`src/charger_regs_pkg.sv`:
```
// Shared constants and carrier types of the charger mask and charge bank
package charger_regs_pkg;

  ////////////////////////////////////////////////////////////////////////
  // Register offsets on the internal register port
  localparam logic [7:0] OFF_CONV_FLAG   = 8'h05; // Converter event flags
  localparam logic [7:0] OFF_FAULT_FLAG  = 8'h06; // Fault/timer flags
  localparam logic [7:0] OFF_CONV_MASK   = 8'h09; // Converter masks
  localparam logic [7:0] OFF_FAULT_MASK  = 8'h0a; // Fault/timer masks
  localparam logic [7:0] OFF_VREG        = 8'h12; // Regulation voltage
  localparam logic [7:0] OFF_FAST_CHG    = 8'h13; // Fast-charge current
  localparam logic [7:0] OFF_PRECHG      = 8'h14; // Pre-charge and range
  localparam logic [7:0] OFF_TERM        = 8'h15; // Termination control

  ////////////////////////////////////////////////////////////////////////
  // Reset values
  localparam logic [7:0] RST_CONV_MASK   = 8'h71;
  localparam logic [7:0] RST_FAULT_MASK  = 8'h00;
  localparam logic [6:0] RST_VREG_CODE   = 7'h3c;
  localparam logic [7:0] RST_FAST_CHG    = 8'h08;
  localparam logic [7:0] RST_PRECHG      = 8'h02;
  localparam logic [7:0] RST_TERM        = 8'h14;

  ////////////////////////////////////////////////////////////////////////
  // Field positions
  localparam int POS_STEP_SEL   = 7; // Pre-charge reg: step select
  localparam int POS_PRE_LO     = 0; // Pre-charge code low bit
  localparam int POS_TERM_LO    = 1; // Termination code low bit
  localparam int POS_TERM_DIS   = 0; // Termination disable bit

  // Event bits that really exist; reserved positions never latch
  localparam logic [7:0] CONV_LIVE_BITS  = 8'hf1;
  localparam logic [7:0] FAULT_LIVE_BITS = 8'h7f;

  ////////////////////////////////////////////////////////////////////////
  // Regulation voltage scale, in millivolts
  localparam int VREG_BASE_MV = 3600;
  localparam int VREG_STEP_MV = 10;
  localparam int VREG_MAX_MV  = 4600;
  localparam logic [6:0] VREG_MAX_CODE =
    7'((VREG_MAX_MV - VREG_BASE_MV) / VREG_STEP_MV);

  ////////////////////////////////////////////////////////////////////////
  // Register access request from the serial bus engine
  typedef struct packed {
    logic       wr;    // One-cycle write strobe
    logic       rd;    // One-cycle read strobe
    logic [7:0] addr;  // Register offset
    logic [7:0] wdata; // Write data
  } reg_req_t;

  // Stored charge settings handed to the charge loop
  typedef struct packed {
    logic       term_disable;               // 1 = no termination
    logic [4:0] termination_percent_code;   // Percent of fast charge
    logic       charge_step_select;         // 0 = 1.25 mA, 1 = 2.5 mA
    logic [4:0] precharge_code;             // Pre-charge steps
    logic [7:0] fast_charge_code;           // Fast-charge steps
    logic [6:0] regulation_voltage_target;  // 10 mV above 3.6 V
  } charge_cfg_t;

endpackage : charger_regs_pkg

```
`src/event_flag_bank.sv`:
```
// Latched event flags, cleared by a read, gated by a mask
`timescale 1ns/1ps
module event_flag_bank #(
  parameter int         W    = 8,        // Flags in the bank
  parameter logic [7:0] LIVE = 8'hff     // Positions that may latch
) (
  input  wire logic         clk,         // System clock
  input  wire logic         rstn,        // Async reset, active low
  input  wire logic [W-1:0] event_i,     // One-cycle event pulses
  input  wire logic         clear_i,     // Read of the flag register
  input  wire logic [W-1:0] mask_i,      // 1 = keep off interrupt
  output logic      [W-1:0] flags_o,     // Latched flags
  output logic              pending_o    // Any unmasked flag set
);

  logic [W-1:0] flags_reg;   // Sticky flags
  logic [W-1:0] flags_next;  // Next value
  logic [W-1:0] live;        // Usable positions

  assign live = LIVE[W-1:0];

  // A set in the clearing cycle wins, so no event is lost
  assign flags_next = (flags_reg & ~{W{clear_i}}) | (event_i & live);

  // Masked flags still latch; only the interrupt term drops them
  assign pending_o = |(flags_reg & ~mask_i);

  assign flags_o = flags_reg;

  // Flag storage
  always_ff @(posedge clk or negedge rstn) begin
    if (!rstn) begin
      flags_reg <= '0;
    end else begin
      flags_reg <= flags_next;
    end
  end

endmodule : event_flag_bank

```
`src/regulation_clamp.sv`:
```
// Saturates a written regulation code at the highest legal target
`timescale 1ns/1ps
module regulation_clamp #(
  parameter logic [6:0] MAX_CODE = 7'h64  // Highest legal code
) (
  input  wire logic [6:0] code_i,         // Code as written
  output logic      [6:0] code_o          // Code as stored
);

  // Larger codes would ask for an overvoltage; keep the ceiling
  assign code_o = (code_i > MAX_CODE) ? MAX_CODE : code_i;

endmodule : regulation_clamp

```
`src/charger_mask_and_charge_regs.sv`:
```
// Interrupt mask, event flag and charge setting registers of the charger
`timescale 1ns/1ps
module charger_mask_and_charge_regs (
  input  wire logic                           SYS_CLK,     // 40 MHz
  input  wire logic                           RSTN,        // Async, low
  input  wire charger_regs_pkg::reg_req_t     REG_REQ,     // Access
  output logic [7:0]                          REG_RDATA,   // Read data
  output logic                                REG_RVALID,  // Data valid
  input  wire logic [7:0]                     CONV_EVENTS, // Conv pulses
  input  wire logic [7:0]                     FAULT_EVENTS,// Fault pulses
  output logic                                INT_N,       // Interrupt
  output charger_regs_pkg::charge_cfg_t       CHARGE_CFG,  // Settings
  output logic [8:0]                          FAST_UNITS,  // 1.25 mA units
  output logic [5:0]                          PRE_UNITS,   // 1.25 mA units
  output logic                                TERM_ENABLE  // Term active
);

  import charger_regs_pkg::*;

  //////////////////////////////////////////////////////////////////////////
  // Address decode

  // One-cycle strobes from the bus engine inside the device,
  // so no wait state is ever needed
  logic hit_conv_flag;   // Converter flag register selected
  logic hit_fault_flag;  // Fault flag register selected
  logic hit_conv_mask;   // Converter mask register selected
  logic hit_fault_mask;  // Fault mask register selected
  logic hit_vreg;        // Regulation register selected
  logic hit_fast;        // Fast-charge register selected
  logic hit_pre;         // Pre-charge register selected
  logic hit_term;        // Termination register selected
  logic hit_any;         // Any mapped offset

  assign hit_conv_flag  = (REG_REQ.addr == OFF_CONV_FLAG);
  assign hit_fault_flag = (REG_REQ.addr == OFF_FAULT_FLAG);
  assign hit_conv_mask  = (REG_REQ.addr == OFF_CONV_MASK);
  assign hit_fault_mask = (REG_REQ.addr == OFF_FAULT_MASK);
  assign hit_vreg       = (REG_REQ.addr == OFF_VREG);
  assign hit_fast       = (REG_REQ.addr == OFF_FAST_CHG);
  assign hit_pre        = (REG_REQ.addr == OFF_PRECHG);
  assign hit_term       = (REG_REQ.addr == OFF_TERM);

  // Unmapped offsets still answer a read
  assign hit_any        = hit_conv_flag | hit_fault_flag | hit_conv_mask
                        | hit_fault_mask | hit_vreg | hit_fast | hit_pre
                        | hit_term;

  // Write strobes; flag registers take no writes
  // A read beside a write sees the old byte
  logic wr_conv_mask;    // Write converter masks
  logic wr_fault_mask;   // Write fault masks
  logic wr_vreg;         // Write regulation code
  logic wr_fast;         // Write fast-charge code
  logic wr_pre;          // Write pre-charge register
  logic wr_term;         // Write termination register

  assign wr_conv_mask  = REG_REQ.wr & hit_conv_mask;
  assign wr_fault_mask = REG_REQ.wr & hit_fault_mask;
  assign wr_vreg       = REG_REQ.wr & hit_vreg;
  assign wr_fast       = REG_REQ.wr & hit_fast;
  assign wr_pre        = REG_REQ.wr & hit_pre;
  assign wr_term       = REG_REQ.wr & hit_term;

  // Read strobes that clear the flag banks
  // Only reads clear flags
  logic rd_conv_flag;    // Read of converter flags
  logic rd_fault_flag;   // Read of fault flags

  assign rd_conv_flag  = REG_REQ.rd & hit_conv_flag;
  assign rd_fault_flag = REG_REQ.rd & hit_fault_flag;

  //////////////////////////////////////////////////////////////////////////
  // Mask registers

  // Masks gate the interrupt, not the latch,
  // so software can still poll a masked event
  logic [7:0] conv_mask_reg;    // Converter/comparator masks
  logic [7:0] conv_mask_next;   // Next value
  logic [7:0] fault_mask_reg;   // Fault/timer masks
  logic [7:0] fault_mask_next;  // Next value

  // All eight bits are storage, reserved ones included
  // No bit is forced, so read-back matches
  assign conv_mask_next  = wr_conv_mask ? REG_REQ.wdata
                                        : conv_mask_reg;
  assign fault_mask_next = wr_fault_mask ? REG_REQ.wdata
                                         : fault_mask_reg;

  // Reset leaves converter-ready unmasked, comparators and thermistor
  // masked, and every fault and timer event unmasked
  // Reserved mask bits reset to zero
  always_ff @(posedge SYS_CLK or negedge RSTN) begin
    if (!RSTN) begin
      conv_mask_reg  <= RST_CONV_MASK;
      fault_mask_reg <= RST_FAULT_MASK;
    end else begin
      conv_mask_reg  <= conv_mask_next;
      fault_mask_reg <= fault_mask_next;
    end
  end

  //////////////////////////////////////////////////////////////////////////
  // Charge setting registers

  // The charge loop lags a write by one cycle;
  // the register port reads the new byte at once
  logic [6:0] vreg_reg;         // Stored regulation code
  logic [6:0] vreg_next;        // Next value
  logic [6:0] vreg_clamped;     // Written code after saturation
  logic [7:0] fast_reg;         // Fast-charge code
  logic [7:0] fast_next;        // Next value
  logic [7:0] pre_reg;          // Pre-charge register, whole byte
  logic [7:0] pre_next;         // Next value
  logic [7:0] term_reg;         // Termination register, whole byte
  logic [7:0] term_next;        // Next value

  // Saturation happens on the way in, so reads see the stored code
  // Bit 7 is reserved and reads as zero
  regulation_clamp #(
    .MAX_CODE (VREG_MAX_CODE)
  ) u_vreg_clamp (
    .code_i   (REG_REQ.wdata[6:0]),
    .code_o   (vreg_clamped)
  );

  // Too large a code is stored as the ceiling
  assign vreg_next = wr_vreg ? vreg_clamped : vreg_reg;
  assign fast_next = wr_fast ? REG_REQ.wdata : fast_reg;
  // Reserved pre-charge bits are stored
  assign pre_next  = wr_pre  ? REG_REQ.wdata : pre_reg;
  // A zero termination code is stored as written; it is not repaired
  assign term_next = wr_term ? REG_REQ.wdata : term_reg;

  // Setting storage with its power-on values
  // Reset codes come from the package
  always_ff @(posedge SYS_CLK or negedge RSTN) begin
    if (!RSTN) begin
      vreg_reg <= RST_VREG_CODE;
      fast_reg <= RST_FAST_CHG;
      pre_reg  <= RST_PRECHG;
      term_reg <= RST_TERM;
    end else begin
      vreg_reg <= vreg_next;
      fast_reg <= fast_next;
      pre_reg  <= pre_next;
      term_reg <= term_next;
    end
  end

  //////////////////////////////////////////////////////////////////////////
  // Event flags and interrupt

  // New events beat the read clear,
  // so an event in a read cycle survives
  logic [7:0] conv_flags;       // Converter/comparator flags
  logic [7:0] fault_flags;      // Fault/timer flags
  logic       conv_pending;     // Unmasked converter flag set
  logic       fault_pending;    // Unmasked fault flag set

  // Converter-ready, comparator alarms, open thermistor
  // Bits 3..1 are reserved, never latch
  event_flag_bank #(
    .W         (8),
    .LIVE      (CONV_LIVE_BITS)
  ) u_conv_flags (
    .clk       (SYS_CLK),
    .rstn      (RSTN),
    .event_i   (CONV_EVENTS),
    .clear_i   (rd_conv_flag),
    .mask_i    (conv_mask_reg),
    .flags_o   (conv_flags),
    .pending_o (conv_pending)
  );

  // Watchdog, safety timer, overcurrent, pin open, button timers
  // Bit 7 is reserved, never latches
  event_flag_bank #(
    .W         (8),
    .LIVE      (FAULT_LIVE_BITS)
  ) u_fault_flags (
    .clk       (SYS_CLK),
    .rstn      (RSTN),
    .event_i   (FAULT_EVENTS),
    .clear_i   (rd_fault_flag),
    .mask_i    (fault_mask_reg),
    .flags_o   (fault_flags),
    .pending_o (fault_pending)
  );

  // Idle high, so reset shows no interrupt
  logic int_n_reg;    // Registered interrupt, active low
  logic int_n_next;   // Next value

  // A mask write shows two cycles later,
  // and an event one cycle after its latch
  // Low while any flag whose mask bit is zero remains set
  assign int_n_next = ~(conv_pending | fault_pending);

  // Registered so the pin never glitches on decode paths
  always_ff @(posedge SYS_CLK or negedge RSTN) begin
    if (!RSTN) begin
      int_n_reg <= 1'b1;
    end else begin
      int_n_reg <= int_n_next;
    end
  end

  //////////////////////////////////////////////////////////////////////////
  // Read path

  // Fixed one-cycle latency, no waiting,
  // and the data byte holds until the next read
  logic [7:0] rd_mux;       // Selected register contents
  logic [7:0] rdata_reg;    // Held read data
  logic [7:0] rdata_next;   // Next value
  logic       rvalid_reg;   // One-cycle read answer
  logic       hold_rdata;   // Keep data between reads

  // Selects are one-hot, so OR them
  // Unmapped offsets read as zero; reserved bits read as stored, except regulation bit 7, which reads as zero
  assign rd_mux =
      ({8{hit_conv_flag}}  & conv_flags)
    | ({8{hit_fault_flag}} & fault_flags)
    | ({8{hit_conv_mask}}  & conv_mask_reg)
    | ({8{hit_fault_mask}} & fault_mask_reg)
    | ({8{hit_vreg}}       & {1'b0, vreg_reg})
    | ({8{hit_fast}}       & fast_reg)
    | ({8{hit_pre}}        & pre_reg)
    | ({8{hit_term}}       & term_reg);

  // Flags are sampled before the clear lands, so a read sees them
  // A write alone leaves the read data
  assign hold_rdata = ~REG_REQ.rd;
  assign rdata_next = hold_rdata ? rdata_reg
                                 : (hit_any ? rd_mux : 8'h00);

  // Answer one cycle after the read strobe
  // Valid pulses; data holds
  always_ff @(posedge SYS_CLK or negedge RSTN) begin
    if (!RSTN) begin
      rdata_reg  <= 8'h00;
      rvalid_reg <= 1'b0;
    end else begin
      rdata_reg  <= rdata_next;
      rvalid_reg <= REG_REQ.rd;
    end
  end

  //////////////////////////////////////////////////////////////////////////
  // Settings to the charge loop
  // Registered to hide decode glitches

  charge_cfg_t cfg_next;    // Settings gathered from storage
  charge_cfg_t cfg_reg;     // Registered copy for the outputs
  logic [8:0]  fast_units;  // Fast-charge current, 1.25 mA units
  logic [5:0]  pre_units;   // Pre-charge current, 1.25 mA units
  logic [8:0]  fast_units_reg;
  logic [5:0]  pre_units_reg;
  logic        term_enable_reg;   // Termination active, registered
  logic        term_enable_next;  // Next value
  logic        step_sel;    // Range bit of the pre-charge register

  assign step_sel = pre_reg[POS_STEP_SEL];

  // Fields copied as the bytes hold them
  assign cfg_next.term_disable             = term_reg[POS_TERM_DIS];
  assign cfg_next.termination_percent_code =
    term_reg[POS_TERM_LO +: 5];
  assign cfg_next.charge_step_select       = step_sel;
  assign cfg_next.precharge_code           = pre_reg[POS_PRE_LO +: 5];
  assign cfg_next.fast_charge_code         = fast_reg;
  assign cfg_next.regulation_voltage_target = vreg_reg;

  // A 2.5 mA step is two 1.25 mA units, so the range bit is a shift
  // No ceiling beyond the code width
  assign fast_units = step_sel ? {fast_reg, 1'b0}
                               : {1'b0, fast_reg};
  assign pre_units  = step_sel ? {pre_reg[POS_PRE_LO +: 5], 1'b0}
                               : {1'b0, pre_reg[POS_PRE_LO +: 5]};

  // Own flop, so no gate sits before the pin
  assign term_enable_next = ~term_reg[POS_TERM_DIS];

  // Disable resets to zero, so enabled
  always_ff @(posedge SYS_CLK or negedge RSTN) begin
    if (!RSTN) begin
      term_enable_reg <= 1'b1;
    end else begin
      term_enable_reg <= term_enable_next;
    end
  end

  // One flop stage so every output comes from a register
  // Units keep the same lag as the struct
  always_ff @(posedge SYS_CLK or negedge RSTN) begin
    if (!RSTN) begin
      cfg_reg        <= '0;
      fast_units_reg <= 9'h000;
      pre_units_reg  <= 6'h00;
    end else begin
      cfg_reg        <= cfg_next;
      fast_units_reg <= fast_units;
      pre_units_reg  <= pre_units;
    end
  end

  //////////////////////////////////////////////////////////////////////////
  // Outputs

  // All pins come straight from flops
  assign REG_RDATA   = rdata_reg;
  assign REG_RVALID  = rvalid_reg;
  assign INT_N       = int_n_reg;
  assign CHARGE_CFG  = cfg_reg;
  assign FAST_UNITS  = fast_units_reg;
  assign PRE_UNITS   = pre_units_reg;
  assign TERM_ENABLE = term_enable_reg;

endmodule : charger_mask_and_charge_regs

```
`config.mk`:
```
export PLATFORM = sky130hd
export DESIGN_NAME = charger_mask_and_charge_regs
export DESIGN_NICKNAME = d
export VERILOG_FILES = /design/src/charger_regs_pkg.sv /design/src/event_flag_bank.sv /design/src/regulation_clamp.sv /design/src/charger_mask_and_charge_regs.sv
export SDC_FILE = /design/constraint.sdc
export NUM_CORES = 1
export LEC_CHECK = 0
export BUFFER_PORTS_ARGS = -buffer_cell sky130_fd_sc_hd__buf_2
export CORE_MARGIN = 8
export CORE_UTILIZATION = 55
export CTS_CLUSTER_SIZE = 28
export DETAILED_ROUTE_END_ITERATION = 8
export PLACE_DENSITY_LB_ADDON = 0.08
export SLEW_MARGIN = 20
export SYNTH_ARGS = -nofsm -noshare
export SYNTH_HDL_FRONTEND = slang
export SYNTH_SLANG_ARGS = --single-unit
```
`constraint.sdc`:
```
create_clock -name SYS_CLK -period 2.3 [get_ports SYS_CLK]
set_clock_uncertainty 0.1 [all_clocks]
set_input_delay 0.46 -clock SYS_CLK [delete_from_list [all_inputs] [get_ports SYS_CLK]]
set_output_delay 0.46 -clock SYS_CLK [all_outputs]
set_load 0.05 [all_outputs]
```
# Word level (Yosys, flattened, before mapping)
# Index checks and enable logic that the tools add are counted.
# totals
word_cells	78
reg_bits	116
# classes
n_eq_ne	8
n_reduce_logical	2
n_bitwise	43
n_mux	4
magnitude_cmp	1
# op_table
op	count
bitwise AND 8 bit	11
OR 8 bit	8
== test 8 x 5 -> 1 bit, second input constant	4
inverter 8 bit	4
== test 8 x 3 -> 1 bit, second input constant	2
== test 8 x 4 -> 1 bit, second input constant	2
OR reduction 8 bit	2
two-way mux 9 bit	1
bitwise AND 1 bit	8
bitwise AND 8 x 7 -> 8 bit	1
two-way mux 8 bit	1
OR 1 bit	8
OR 8 x 7 -> 8 bit	1
greater-than comparator 7 bit, second input constant	1
two-way mux 7 bit	1
two-way mux 6 bit	1
inverter 1 bit	2

# Logic depth before layout (Yosys ltp)
# Gate-level depths: netlist of the first run.
# depth
ltp_word	10
ltp_mapped	6
mapped_depth_nobuf	4

# Cells and area by module
# A second synthesis of the first run with hierarchy kept.
# unflattened
cells_unflattened	347
hier_area_um2	4725.8
# by_module_without_submodules
module	area_each_um2	n_inst	seq_area_each_um2	cells_per_inst
charger_mask_and_charge_regs	4027.6	1	2519.9	277
event_flag_bank (u_fault_flags)	324.1	1	200.2	30
event_flag_bank (u_conv_flags)	316.6	1	200.2	30
regulation_clamp	57.6	1	0.0	10

# Least setup slack after synthesis of the first run
# No wires, ideal clock.
# synth_timing
path_kind	in2reg
from	input port REG_REQ[15] (netlist bit)
to	register fast_reg[0]
arrival_time_ps	1899
setup_ps	125
slack_ps	175
path_buffers	2
path_stages	6
t_required_ps	2075
cell_sequence	or3_1 buf_6 nor3_4 and3_4 buf_12 mux2_4
# synth_via
elab_chain_cells	2
# synth_rtl
element	line	rtl
from (decl)	charger_mask_and_charge_regs.sv:6	input wire charger_regs_pkg::reg_req_t REG_REQ,
== test 8 x 5 -> 1 bit	charger_mask_and_charge_regs.sv:40	assign hit_fast = (REG_REQ.addr == OFF_FAST_CHG);
bitwise AND 1 bit	charger_mask_and_charge_regs.sv:61	assign wr_fast = REG_REQ.wr & hit_fast;
to (signal assigned)	charger_mask_and_charge_regs.sv:145	fast_reg <= fast_next;
to (decl)	charger_mask_and_charge_regs.sv:111	logic [7:0] fast_reg;
# No other way between the ends.
# A chain may end at the register's enable or synchronous reset.

# Worst setup path after layout of the first run
# layout_timing
from	register term_enable_reg, in the netlist TERM_ENABLE
to	output port TERM_ENABLE
# layout_lines
element	line	rtl
from (decl)	charger_mask_and_charge_regs.sv:260	logic term_enable_reg;
from (signal assigned)	charger_mask_and_charge_regs.sv:290	term_enable_reg <= term_enable_next;
to (decl)	charger_mask_and_charge_regs.sv:15	output logic TERM_ENABLE
# No word-level cell between the ends.

==> flow_metrics.py, run 1 <==
metrics = {
    "worst_setup_path": {
        "critical_path_arrival_ns": 1.28,
        "r2r_slack_ns": 0.86,
        "critical-path-slowest-cell": "dfstp_2",
        "r2r_end": "REG_RDATA[0]",
        "crit_required_ns": 1.74,
        "r2r_start": "term_reg[0]",
        "critPathTopFamily": "flip-flops",
        "crit_fanout": 1,
        "max_stage_delay_ns": 0.51,
        "critPathKind": "reg -> out",
        "crit_path_end_kind": "output port",
        "rr_worst_depth": 4,
        "start_kind": "register",
        "worstPathCellList": "buf_2",
        "path_buf_inv": 1,
    },
    "outcome": {
        "outcome": "complete, no violations",
    },
    "layout": {
        "seq_area_um2": 2920,
        "fillCellCount": 669,
        "fin_nets": 511,
        "multiInputGateArea_um2": 1760,
        "stdcell_area_um2": 6080,
        "diodes": 0,
        "area_delta_synth_final_pct": 24.8,
        "final_layout_size_suffix_gt1_share_pct": 43.9,
        "largest_reg_flops": 27,
    },
    "detailed_routing": {
        "drt_iter0_drc": 206,
        "wire_per_inst_um": 21.1,
        "postRouteAntennaNets": 0,
        "via_per_inst": 5.86,
        "first_pass_iters": 5,
        "routed_wl_um": 12600,
        "vias": 3492,
        "drc": 0,
    },
    "job": {
        "maxCapViolCount": 0,
    },
    "clock_tree": {
        "clk_pin_slew_ns": 0.06,
        "cts-root-buf": "clkbuf_8",
        "worstSkewPairLatency_ns": 0.51,
        "cts_tree": "done",
        "cts-htree-levels": 4,
        "ctsLongestPathBuffers": 2,
        "post_cts_buffers": 0,
        "cts_resized": 0,
        "numCtsBuffers": 17,
        "postCtsHoldBufs": 1,
        "cts_sinks": 116,
    },
    "yosys": {
        "syn_area_um2": 4870,
        "ys_seq_area_share_pct": 59.9,
        "synth.top_cell.area_share_pct": 52.4,
        "yosysMostFrequentCell": "dfrtp_1",
        "synth_fa_ha_area_share_pct": 0,
        "yosysTopAreaCell": "dfrtp_1",
        "ys_top_cells_by_area": "dfrtp_1 (52%), mux2_2 (11%), dfstp_2 (7.5%), mux2_4 (2.5%), a21o_1 (1.8%)",
        "synth.distinct_cells": 47,
        "ys_ff_latch": 116,
        "syn_inst": 371,
        "synth_xor_area_share_pct": 0,
        "async_reset_ff_share_pct": 100,
        "synth_nets": 407,
        "synth_top_family_by_area": "multiplexers",
        "synth_edf_count": 0,
        "synth_compound_area_share_pct": 11.1,
        "yosys.area_share.simple_pct": 9.86,
        "yosys_warnings": 0,
        "synthMuxAreaShare_pct": 15.3,
        "synthTopCellsByCount": "dfrtp_1 (102), mux2_2 (48), inv_1 (21), o21ai_0 (15)",
        "synth_flop_cell": "dfrtp_1",
        "avgSynthCellArea_um2": 13.1,
    },
    "sta": {
        "max_slew_margin_pct": 67.2,
        "tightest_slew_ns": 0.491,
        "fin_ws_ns": 0.459,
        "report.final.slew_viol_count": 0,
        "fmax_mhz": 543,
        "rsz0062_at_grt": "no",
        "fin_hold_ws_ns": 0.0199,
        "fin_crit_sh_pct": 80.1,
        "hold_viol_final": 0,
        "fin_tns_setup_ns": 0,
        "layout_min_cycle_time_ns": 1.84,
        "setup_viol": 0,
    },
    "floorplanning": {
        "die_area_um2": 12100,
        "fp-row-count": 34,
        "io_pins": 89,
        "core_um2": 8680,
        "start_util_pct": 56.2,
        "die_h_um": 110,
        "die_x_um": 110,
    },
    "hold_path": {
        "min_path_cells": 2,
        "hold_class": "in -> reg",
        "min_from": "FAULT_EVENTS[5]",
        "worstHoldEndpoint": "u_fault_flags.flags_o[5]",
    },
    "grt": {
        "grt_first_pass_wirelength_um": 19700,
        "grt_overflow": 0,
        "grt_max_degree": 44,
        "first_global_vias": 3535,
        "grt_usage_pct": 21.8,
        "antenna_found_initial": 0,
    },
    "power_and_ir_drop": {
        "total_power_mw": 5.12,
        "p_leak_nw": 3.01,
        "p_per_area_nw_per_um2": 842,
        "peakVddDrop_v": 0.000482,
    },
    "place": {
        "dp_hpwl_um": 8910,
        "dpl_cell_area_um2": 5510,
        "dpl_worst_slack_ns": 0.0182,
        "gp_congestion": 0.833,
        "numPortBuffers": 84,
    },
}
==> how the worst max path moves through the flow <==
stage,start,to,slack [ns],cells after the start
detailed placement,REG_REQ[15],vreg_reg[6],0.02,5
global placement,REG_REQ[15],vreg_reg[6],0.04,5
CTS,TERM_ENABLE,TERM_ENABLE,0.44,1
global route,TERM_ENABLE,TERM_ENABLE,0.43,1
floorplan,REG_REQ[15],fast_reg[0],0.18,6
finish,TERM_ENABLE,TERM_ENABLE,0.46,1
==> power by group <==
part | internal (mW) | switching (mW)
registers | 2.13 | 0.0497
logic | 0.138 | 0.311
clock network | 1.47 | 1.02
total | 3.74 | 1.39
==> layout make-up <==
cell class / count / area share, %
Sequential cell: 116 / 48.0
Clock inverter: 14 / 2.39
Inverter: 21 / 1.30
Tap cell: 108 / 2.22
Timing Repair Buffer: 105 / 10.2
Multi-Input combinational cell: 214 / 29.0
Clock buffer: 18 / 6.87
==> per-stage QoR <==
| stage | instances | utilization (%) |
|---|---|---|
| after floorplan | 371 | - |
| after global placement | 563 | 63.5 |
| after detailed placement | 563 | 63.5 |
| after CTS | 596 | 70.1 |
| after global routing | 596 | 70.1 |
| final | 596 | 70.1 |
==> cell families (layout without fill, tap and decap cells) <==
group,Yosys count,after routing
DFF,116,116
and+or+nand+nor,76,76
AOI/OAI and AO/OA,74,74
muxes,64,64
buffers and inverters,41,158
==> routing by layer <==
layer	share of wire, %	track usage, %	up-vias
li1	-	-	1557
met5	0	0	-
met3	7.6	4.65	19
met4	1.8	8.28	0
met2	47	33.4	148
met1	43	30.0	1768
==> placed cells by master (no fill, tap or decap), types with 2 or more instances in the layout <==
master and n:
inv_1 21, and2_1 8, nor3_1 6, and3_1 8
buf_2 83, a21o_1 12, nand3_1 6, buf_12 3
clkbuf_16 16, a31oi_1 10, o22ai_1 4, buf_4 18
and4_1 2, a22o_1 9, dfstp_2 14, mux2_1 2
inv_6 5, mux2_4 8, inv_8 2, clkinvlp_4 3
a311oi_1 9, a32oi_1 2, mux2_2 48, o21ai_0 15
nor2b_1 14, nand2b_1 4, clkinv_4 3, a221oi_1 10
mux2i_1 6, dfrtp_1 102, nand2_1 13
No activity file was read; power rests on OpenSTA's default activity.
==> run 2, diff against run 1 <==
--- a/config.mk
+++ b/config.mk
@@ -7,7 +7,7 @@
 export LEC_CHECK = 0
 export BUFFER_PORTS_ARGS = -buffer_cell sky130_fd_sc_hd__buf_2
 export CORE_MARGIN = 8
-export CORE_UTILIZATION = 55
+export CORE_UTILIZATION = 50
 export CTS_CLUSTER_SIZE = 28
 export DETAILED_ROUTE_END_ITERATION = 8
 export PLACE_DENSITY_LB_ADDON = 0.08
==> constraint.sdc (replaced) <==
create_clock -name SYS_CLK -period 1.6 [get_ports SYS_CLK]
set_clock_uncertainty 0.1 [all_clocks]
set_input_delay 0.32 -clock SYS_CLK [delete_from_list [all_inputs] [get_ports SYS_CLK]]
set_output_delay 0.32 -clock SYS_CLK [all_outputs]
set_load 0.05 [all_outputs]
==> flow_metrics.py, run 2 (synthesis results as in run 1) <==
metrics = {
    "outcome": {
        "outcome": "complete, but fails checks",
        "failed_checks": "setup timing",
    },
    "worst_setup_path": {
        "cp-endpoint": "TERM_ENABLE",
        "worstPathCellList": "buf_8",
        "crit_required_ns": 1.18,
        "r2r_slack_ns": 0.21,
        "path_buf_inv": 1,
        "critical-path-slowest-cell": "dfstp_2",
        "critPathTopFamily": "flip-flops",
        "critical_path_arrival_ns": 1.19,
        "cp_num_cells": 1,
        "crit_start": "TERM_ENABLE",
        "crit_path_end_kind": "output port",
        "start_kind": "register",
        "critPathKind": "reg -> out",
        "crit_fanout": 1,
        "r2r_start": "term_reg[0]",
        "r2r_end": "REG_RDATA[0]",
        "rr_worst_depth": 4,
        "max_stage_delay_ns": 0.53,
    },
    "place": {
        "numPortBuffers": 84,
        "dp_hpwl_um": 9910,
        "dpl_worst_slack_ns": -0.458,
        "dpl_cell_area_um2": 5800,
        "gp_congestion": 0.861,
    },
    "hold_path": {
        "hold_class": "in -> reg",
    },
    "layout": {
        "seq_area_um2": 2920,
        "largest_reg_flops": 27,
        "fillCellCount": 739,
        "final_cell_mix": "dfrtp_1 (102), buf_2 (79), buf_4 (43)",
        "final_layout_size_suffix_gt1_share_pct": 46.3,
        "area_delta_synth_final_pct": 34.6,
        "multiInputGateArea_um2": 1870,
        "diodes": 0,
        "fin_nets": 548,
        "layout_commonest_cell": "dfrtp_1",
        "stdcell_area_um2": 6560,
    },
    "power_and_ir_drop": {
        "p_per_area_nw_per_um2": 1150,
        "peakVddDrop_v": 0.000637,
        "p_leak_nw": 3.20,
        "total_power_mw": 7.54,
    },
    "detailed_routing": {
        "first_pass_iters": 4,
        "routed_wl_um": 13500,
        "wire_per_inst_um": 20.5,
        "drt_iter0_drc": 260,
        "vias": 3561,
        "via_per_inst": 5.41,
        "drc": 0,
        "postRouteAntennaNets": 0,
    },
    "clock_tree": {
        "cts_tree": "done",
        "clk_pin_slew_ns": 0.06,
        "worstSkewPairLatency_ns": 0.51,
        "cts-root-buf": "clkbuf_8",
        "cts-htree-levels": 4,
        "post_cts_buffers": 0,
        "numCtsBuffers": 17,
        "ctsLongestPathBuffers": 2,
        "cts_sinks": 116,
    },
    "sta": {
        "report.final.slew_viol_count": 0,
        "hold_viol_final": 0,
        "fmax_mhz": 622,
        "fin_tns_setup_ns": -0.0102,
        "max_slew_margin_pct": 75.0,
        "fin_crit_sh_pct": 100,
        "layout_min_cycle_time_ns": 1.61,
        "setup_viol": 2,
        "tightest_slew_ns": 0.364,
        "fin_hold_ws_ns": 0.0323,
        "fin_ws_ns": -0.00701,
        "rsz0062_at_grt": "yes",
    },
    "grt": {
        "first_global_vias": 3796,
        "use_met2_pct": 35.2,
        "grt_first_pass_wirelength_um": 21900,
        "antenna_found_initial": 0,
        "grt_usage_pct": 22.3,
        "grt_overflow": 0,
        "met3_usage_pct": 6.70,
        "grt_use_met1_pct": 29.1,
        "grt_busiest_layer": "met2",
        "grt_max_degree": 54,
    },
    "floorplanning": {
        "io_pins": 89,
        "die_area_um2": 13200,
        "fp-row-count": 36,
        "die_h_um": 115,
        "die_x_um": 115,
        "core_um2": 9640,
        "start_util_pct": 50.6,
    },
    "job": {
        "maxCapViolCount": 0,
    },
}
[run 2: cell count changes in the layout (fill, tap and decap cells not counted), sizes merged]
cell | previous run | this run
dlygate4sd3 | 1 | 14
buf | 104 | 126
bufinv | 1 | 2
clkinvlp | 3 | 4
clkinv | 3 | 4
clkbuf | 18 | 23
inv | 28 | 22
[run 2: how the worst min path moves through the flow]
stage,from,end,depth (start not counted),slack (ns)
finish,REG_REQ[7],conv_mask_reg[7],2,0.03
CTS,REG_REQ[7],conv_mask_reg[7],2,0.02
global route,REG_REQ[7],pre_reg[7],2,0.01
floorplan,RSTN,CHARGE_CFG[0],0,-0.08
detailed placement,RSTN,CHARGE_CFG[12],1,0.08
global placement,RSTN,CHARGE_CFG[12],1,0.07
[run 2: repair_timing]
action                                 4_1_cts  5_1_grt
endpoints found under the hold margin      115        0
hold buffers                                14        0
setup endpoints to repair                    2        6
gates resized for setup                      6        4
gates cloned                                 0        0
[run 2: layout make-up]
class                   instances  share of cell area (%)
well taps                     133                    2.54
multi-input cells             214                    28.4
flip-flops and latches        116                    44.5
repair buffers                142                    14.4
clock buffers                  21                    7.00
clock inverters                11                    1.93
inverters                      21                    1.20
[run 2: per-stage QoR]
stage	std cells	utilization (%)
2_1_floorplan	371	-
3_3_place_gp	612	60.1
3_5_place_dp	612	60.1
4_1_cts	658	67.9
5_1_grt	658	68.1
6_report	658	68.1
[run 2: metal layers]
layer  wire length (um)  share of wire (%)
met3               1030                7.6
met2               6340                 47
met4                177                1.3
met5                  0                  0
met1               5960                 44
[run 2: where the power goes]
| part | switching (mW) | internal [mW] |
|---|---|---|
| Combinational | 0.474 | 0.263 |
| Clock | 1.32 | 2.34 |
| Sequential | 0.0725 | 3.07 |
| Total | 1.87 | 5.67 |
